**src/shared/ctedge_pkg.sv**
```systemverilog
/*
 * Constants for the charge-time edge control block: register map, field
 * positions, reset value and source codes.
 * Assumes a 16-bit register port and one clock.
 */
package ctedge_pkg;

   // ------------------------------------------------------------------
   // Register map
   // ------------------------------------------------------------------
   localparam int          ADDR_W             = 4;
   localparam logic [3:0]  EDGE_CONTROL_TWO   = 4'h0;
   localparam logic [3:0]  EDGE_LIVE_STATUS   = 4'h1;
   localparam logic [15:0] CTRL_RESET         = 16'h0000;
   localparam logic [15:0] CTRL_WRITE_MASK    = 16'hfffc;

   // ------------------------------------------------------------------
   // Field positions
   // ------------------------------------------------------------------
   localparam int A_MODE_BIT = 15;
   localparam int A_POL_BIT  = 14;
   localparam int A_SEL_HI   = 13;
   localparam int A_SEL_LO   = 10;
   localparam int B_FLAG_BIT = 9;
   localparam int A_FLAG_BIT = 8;
   localparam int B_MODE_BIT = 7;
   localparam int B_POL_BIT  = 6;
   localparam int B_SEL_HI   = 5;
   localparam int B_SEL_LO   = 2;

   // ------------------------------------------------------------------
   // Source codes
   // ------------------------------------------------------------------
   localparam logic [3:0] A_SRC_TIMER_UNIT_ONE = 4'h0;
   localparam logic [3:0] A_SRC_OC1    = 4'h1;
   localparam logic [3:0] A_SRC_PIN2   = 4'h2;
   localparam logic [3:0] A_SRC_PIN1   = 4'h3;
   localparam logic [3:0] B_SRC_IC1    = 4'h0;
   localparam logic [3:0] B_SRC_OC1    = 4'h1;
   localparam logic [3:0] B_SRC_PIN1   = 4'h2;
   localparam logic [3:0] B_SRC_PIN2   = 4'h3;
   localparam logic [3:0] B_SRC_COMPARATOR_UNIT_ONE   = 4'h4;

endpackage : ctedge_pkg

```
**src/verilog/ctedge_src_mux.sv**
```systemverilog
/*
 * Source selector for one edge channel: picks one of five inputs by code.
 * Assumes codes map to inputs 0..4; other codes give a constant low.
 */
`timescale 1ns/1ps
module ctedge_src_mux
(
   input  wire logic [3:0] sel,
   input  wire logic [4:0] src,
   output logic            picked
);
   // Unknown codes select nothing
   always_comb
   begin
      picked = 1'b0;
      if (sel < 4'h5)
      begin
         picked = src[sel[2:0]];
      end
   end
endmodule : ctedge_src_mux

```
**src/verilog/ctedge_qualify.sv**
```systemverilog
/*
 * Edge qualifier for one channel: edge or level mode with polarity.
 * Assumes the source is synchronous to clk.
 */
`timescale 1ns/1ps
module ctedge_qualify
(
   input  wire logic clk,
   input  wire logic rst_n,
   input  wire logic src,
   input  wire logic edge_mode,
   input  wire logic pol,
   output logic      hit
);
   logic prev;

   // Previous source sample
   always_ff @(posedge clk)
   begin
      if (!rst_n)
         prev <= 1'b0;
      else
         prev <= src;
   end

   // Edge: one matching transition; level: active while at polarity level
   always_comb
   begin
      if (edge_mode)
         hit = pol ? (src & ~prev) : (~src & prev);
      else
         hit = (src == pol);
   end
endmodule : ctedge_qualify

```
**src/verilog/ctedge_top.sv**
```systemverilog
/*
 * Edge control for a charge-time measurement unit: two channels with source
 * select, edge/level mode, polarity and sticky occurred flags.
 * Assumes all source inputs and the register port are synchronous to clk.
 */
`timescale 1ns/1ps
module ctedge_top
   import ctedge_pkg::*;
(
   input  wire logic                          clk,
   input  wire logic                          rst_n,
   input  wire logic [ctedge_pkg::ADDR_W-1:0] addr,
   input  wire logic [15:0]                   wdata,
   input  wire logic                          wr,
   input  wire logic                          rd,
   output logic      [15:0]                   rdata,
   input  wire logic                          timer_unit_one,
   input  wire logic                          output_compare_unit_one,
   input  wire logic                          input_capture_unit_one,
   input  wire logic                          comparator_unit_one,
   input  wire logic                          external_edge_pin_one,
   input  wire logic                          external_edge_pin_two,
   output logic                               edge_a_active,
   output logic                               edge_b_active
);
   import ctedge_pkg::*;

   // ------------------------------------------------------------------
   // Control register
   // ------------------------------------------------------------------
   logic [15:0] ctrl;
   logic        edge_a_occurred_flag;
   logic        edge_b_occurred_flag;
   logic        hit_a;
   logic        hit_b;
   logic        src_a;
   logic        src_b;
   logic        wr_ctrl;

   assign wr_ctrl = wr && (addr == EDGE_CONTROL_TWO);

   // Configuration fields, flags held apart
   always_ff @(posedge clk)
   begin
      if (!rst_n)
         ctrl <= CTRL_RESET;
      else if (wr_ctrl)
         ctrl <= wdata & CTRL_WRITE_MASK;
   end

   // ------------------------------------------------------------------
   // Source select and qualification
   // ------------------------------------------------------------------
   ctedge_src_mux u_mux_a
   (
      .sel    (ctrl[A_SEL_HI:A_SEL_LO]),
      .src    ({1'b0, external_edge_pin_one, external_edge_pin_two,
                output_compare_unit_one, timer_unit_one}),
      .picked (src_a)
   );

   ctedge_src_mux u_mux_b
   (
      .sel    (ctrl[B_SEL_HI:B_SEL_LO]),
      .src    ({comparator_unit_one, external_edge_pin_two, external_edge_pin_one,
                output_compare_unit_one, input_capture_unit_one}),
      .picked (src_b)
   );

   ctedge_qualify u_qual_a
   (
      .clk       (clk),
      .rst_n     (rst_n),
      .src       (src_a),
      .edge_mode (ctrl[A_MODE_BIT]),
      .pol       (ctrl[A_POL_BIT]),
      .hit       (hit_a)
   );

   ctedge_qualify u_qual_b
   (
      .clk       (clk),
      .rst_n     (rst_n),
      .src       (src_b),
      .edge_mode (ctrl[B_MODE_BIT]),
      .pol       (ctrl[B_POL_BIT]),
      .hit       (hit_b)
   );

   // ------------------------------------------------------------------
   // Occurred flags: hardware set wins over software write
   // ------------------------------------------------------------------
   always_ff @(posedge clk)
   begin
      if (!rst_n)
         edge_a_occurred_flag <= 1'b0;
      else if (hit_a)
         edge_a_occurred_flag <= 1'b1;
      else if (wr_ctrl)
         edge_a_occurred_flag <= wdata[A_FLAG_BIT];
   end

   always_ff @(posedge clk)
   begin
      if (!rst_n)
         edge_b_occurred_flag <= 1'b0;
      else if (hit_b)
         edge_b_occurred_flag <= 1'b1;
      else if (wr_ctrl)
         edge_b_occurred_flag <= wdata[B_FLAG_BIT];
   end

   // Edge state outputs follow the flags
   always_ff @(posedge clk)
   begin
      if (!rst_n)
      begin
         edge_a_active <= 1'b0;
         edge_b_active <= 1'b0;
      end
      else
      begin
         edge_a_active <= edge_a_occurred_flag;
         edge_b_active <= edge_b_occurred_flag;
      end
   end

   // ------------------------------------------------------------------
   // Read port
   // ------------------------------------------------------------------
   always_ff @(posedge clk)
   begin
      if (!rst_n)
         rdata <= 16'h0000;
      else if (rd && addr == EDGE_CONTROL_TWO)
      begin
         rdata                <= ctrl;
         rdata[A_FLAG_BIT]    <= edge_a_occurred_flag;
         rdata[B_FLAG_BIT]    <= edge_b_occurred_flag;
      end
      else if (rd && addr == EDGE_LIVE_STATUS)
         rdata <= {14'h0000, hit_b, hit_a};
      else
         rdata <= 16'h0000;
   end
endmodule : ctedge_top

```
**config.mk**
```make
export PLATFORM = sky130hd
export DESIGN_NAME = ctedge_top
export DESIGN_NICKNAME = d
export VERILOG_FILES = /design/src/shared/ctedge_pkg.sv /design/src/verilog/ctedge_src_mux.sv /design/src/verilog/ctedge_qualify.sv /design/src/verilog/ctedge_top.sv
export SDC_FILE = /design/constraint.sdc
export NUM_CORES = 1
export LEC_CHECK = 0
export BUFFER_PORTS_ARGS = -buffer_cell sky130_fd_sc_hd__buf_2
export CAP_MARGIN = 20
export CORE_MARGIN = 10
export CORE_UTILIZATION = 45
export CTS_CLUSTER_SIZE = 30
export DETAILED_ROUTE_END_ITERATION = 8
export GPL_ROUTABILITY_DRIVEN = 0
export MAX_ROUTING_LAYER = met4
export PLACE_DENSITY = 0.85
export SLEW_MARGIN = 20
export SYNTH_ARGS = -nofsm -noshare
export SYNTH_HDL_FRONTEND = slang
export SYNTH_HIERARCHICAL = 1
export SYNTH_SLANG_ARGS = --single-unit
```
**constraint.sdc**
```tcl
create_clock -name clk -period 1.8 [get_ports clk]
set_input_delay 0.36 -clock clk [delete_from_list [all_inputs] [get_ports clk]]
set_output_delay 0.36 -clock clk [all_outputs]
set_load 0.02 [all_outputs]
```
==> results.ini <==
[run_status]
status = finished, final reports clean

[clock_tree]
cts_max_level = 2
post_cts_buffers = 0
clock_latency_ns = 0.33
clkSinkCount = 34
clk_pin_slew_worst_paths_ns = 0.10
cts_tree = built
numCtsBuffers = 5
clockBufferDepth = 2
cts-root-buf = clkbuf_4

[synth]
yosys.area_share.adder = 0
synth_compound_area_frac = 0.0525
synth_top_family_by_area = simple AND/OR/NAND/NOR gates
synth.cell_area_sq_um = 1330
synth-xor-area-share = 0
synth_most_common_cell = dfxtp_1
synth_edf_count = 0
ys_top_cells_by_area = dfxtp_1 (51%), mux2i_1 (12%), and2_2 (7.9%)
synth_nets = 162
synth_seq_area_share = 0.510
synth_cells = 132
synth_seq_cells = 34
synth.largest_area_cell = dfxtp_1
synthMuxAreaShare = 0.120
async_reset_ff_frac = 0
syn_area_per_cell_sq_um = 10.1
ys.flop_type = dfxtp_1
synth_top_area_frac = 0.510
ys_types = 24
synth_common_cells = dfxtp_1 (34), nand2_1 (26), mux2i_1 (16), and2_2 (14), and2_1 (6)
synth_warnings = 6
yosys.area_share.simple = 0.286

[final_layout]
fin_util = 0.599
fin_area_sq_um = 1680
final_nets = 213
area_delta_synth_final_pct = 26.0
antenna_cells = 0
layout.cells.non_filler = 215
drive_gt1_frac = 0.413
nFillCells = 258

[die]
die_y_um = 74.4
die_x_um = 74.4
io_pins = 48
core.rowCount = 19
start_util = 0.475
coreArea_sq_um = 2810
design.die.area_sq_um = 5540

[hold_path]
hold_depth = 3
min-delay-start = wdata[10]
hold_path_end = ctrl[10]$_SDFFE_PN0P_
hp-class = in -> reg

[worst_setup_path]
crit_path_max_fanout = 5
cp_common_cell = a21boi_1
worst_path_dominant_cell_family = compound AO/OA/AOI/OAI gates
worstPathArrival_ns = 1.95
crit_slowest_cell = or3_1
end_kind = flop
path_buf_inv = 0
crit_chain = mux2i_1, nor4_1, or3_1, a21boi_1, a22o_1, a31oi_1, a21boi_1
cp-start-kind = flop
regToRegStartpoint = ctrl[2]$_SDFFE_PN0P_
reg2reg_depth = 7
crit_start = ctrl[2]$_SDFFE_PN0P_
worstSetupPathType = reg -> reg
max_stage_delay_ns = 0.40
r2r-end = edge_b_occurred_flag$_SDFFE_PN0P_
required_ns = 2.02
worst-r2r-setup-slack_ns = 0.07

[grt]
grt_first_pass_wirelength_um = 4890
use_met1 = 0.107
antenna_found_initial = 0
grtUsageMet3 = 0.0572
grt_pass1_vias = 1166
grt_max_degree = 18
use_met2 = 0.207
track_usage = 0.118
grt.busiest_layer = met2
grt_overflow = 0

[timing]
maxSlewViolCount = 0
final-hold-violation-count = 0
fmax_ghz = 0.577
skew_ns = 0.00815
min_period_ns = 1.73
rsz0062_at_grt = true
layout_worst_path_cycle_share = 0.962
setup_viol = 0

[job]
max-cap-violations = 0

[power_and_ir_drop]
cellLeakagePower_nw = 0.850
power.density_nw_per_um2 = 832
power_w = 0.00140
ir_drop_uv = 658

[drt]
drtIter0Drc = 64
drt-vias-per-instance = 5.04
wirelength_um = 3080
vias = 1084
drc = 0
first_pass_iters = 4
wl_per_cell_um = 14.3
ant_nets = 0

[placement]
dpl.hpwl_um = 2360
dp_cells = 207
io_buffers = 45
place_area_sq_um = 1590

-- final cells by class --
class / count / area, sq um / share of cell area
sequential: 34 / 688 / 0.410
multi-input combinational: 92 / 616 / 0.366
timing repair buffer: 49 / 255 / 0.152
clock buffer: 8 / 78.8 / 0.0469
tap: 31 / 38.8 / 0.0231
inverter: 1 / 3.75 / 0.00223
-- sequential cells by signal (all words and copies together) (netlist names) --
signal	flops
edge_a_active	1
u_qual_b/prev	1
rdata	16
edge_b_occurred_flag	1
ctrl	12
edge_b_active	1
u_qual_a/prev	1
edge_a_occurred_flag	1
-- per-layer routing --
metal | share of wire | up-vias | wire length (um)
met5 | 0 | - | 0
met4 | 0.024 | 0 | 74
met3 | 0.079 | 7 | 243
met2 | 0.51 | 39 | 1580
met1 | 0.38 | 496 | 1180
li1 | - | 542 | -
-- placed cells by master (no fill, tap or decap), drive strengths merged, types with 4 or more instances in the layout --
| cell type | Yosys | final |
|---|---|---|
| and2 | 20 | 20 |
| buf | 2 | 49 |
| mux2i | 16 | 16 |
| dfxtp | 34 | 34 |
| clkbuf | 3 | 8 |
| a21boi | 4 | 4 |
| nor4 | 4 | 4 |
| nor2 | 5 | 5 |
| nand2 | 26 | 26 |
-- cell families after synthesis --
family / count (synthesis)
flip-flops: 34
AO/OA/AOI/OAI: 10
buffers and inverters: 6
other: 1
multiplexers: 16
AND/OR/NAND/NOR: 65
-- what timing repair did --
action,CTS,global route
hold endpoints to repair,0,0
hold buffers,0,0
endpoints found under the setup margin,2,2
pin swaps,0,4
resized for setup,2,4
-- where the power goes --
| group | switching (W) | internal, W |
|---|---|---|
| Clock | 0.000248 | 0.000267 |
| Combinational | 0.0000542 | 0.0000574 |
| Sequential | 0.00000853 | 0.000763 |
| Total | 0.000311 | 0.00109 |
-- tightest hold or removal path: cells and delay by family --
kind / cells / cell delay, ns
and+or+nand+nor: 1 / 0.04
muxes: 1 / 0.06
buffers and inverters: 1 / 0.10
-- through the flow --
stage / hold slack (ns) / setup TNS (ns) / worst slack (ns)
4_1_cts: 0.246 / 0 / 0.0542
3_5_place_dp: 0.477 / -0.00712 / -0.00712
2_1_floorplan: 0.437 / 0 / 0.153
6_report: 0.258 / 0 / 0.0684
3_3_place_gp: 0.458 / 0 / 0.0381
5_1_grt: 0.255 / -0.0378 / -0.0216
-- worst max-delay path by stage --
stage          cells past startpoint                                end  slack [ns]
6_report                           7  edge_b_occurred_flag$_SDFFE_PN0P_        0.07
2_1_floorplan                      7  edge_b_occurred_flag$_SDFFE_PN0P_        0.15
3_3_place_gp                       8  edge_a_occurred_flag$_SDFFE_PN0P_        0.04
3_5_place_dp                       7  edge_a_occurred_flag$_SDFFE_PN0P_      -0.007
5_1_grt                            7  edge_a_occurred_flag$_SDFFE_PN0P_       -0.02
4_1_cts                            7  edge_b_occurred_flag$_SDFFE_PN0P_        0.05
(Power assumes the default switching activity.)
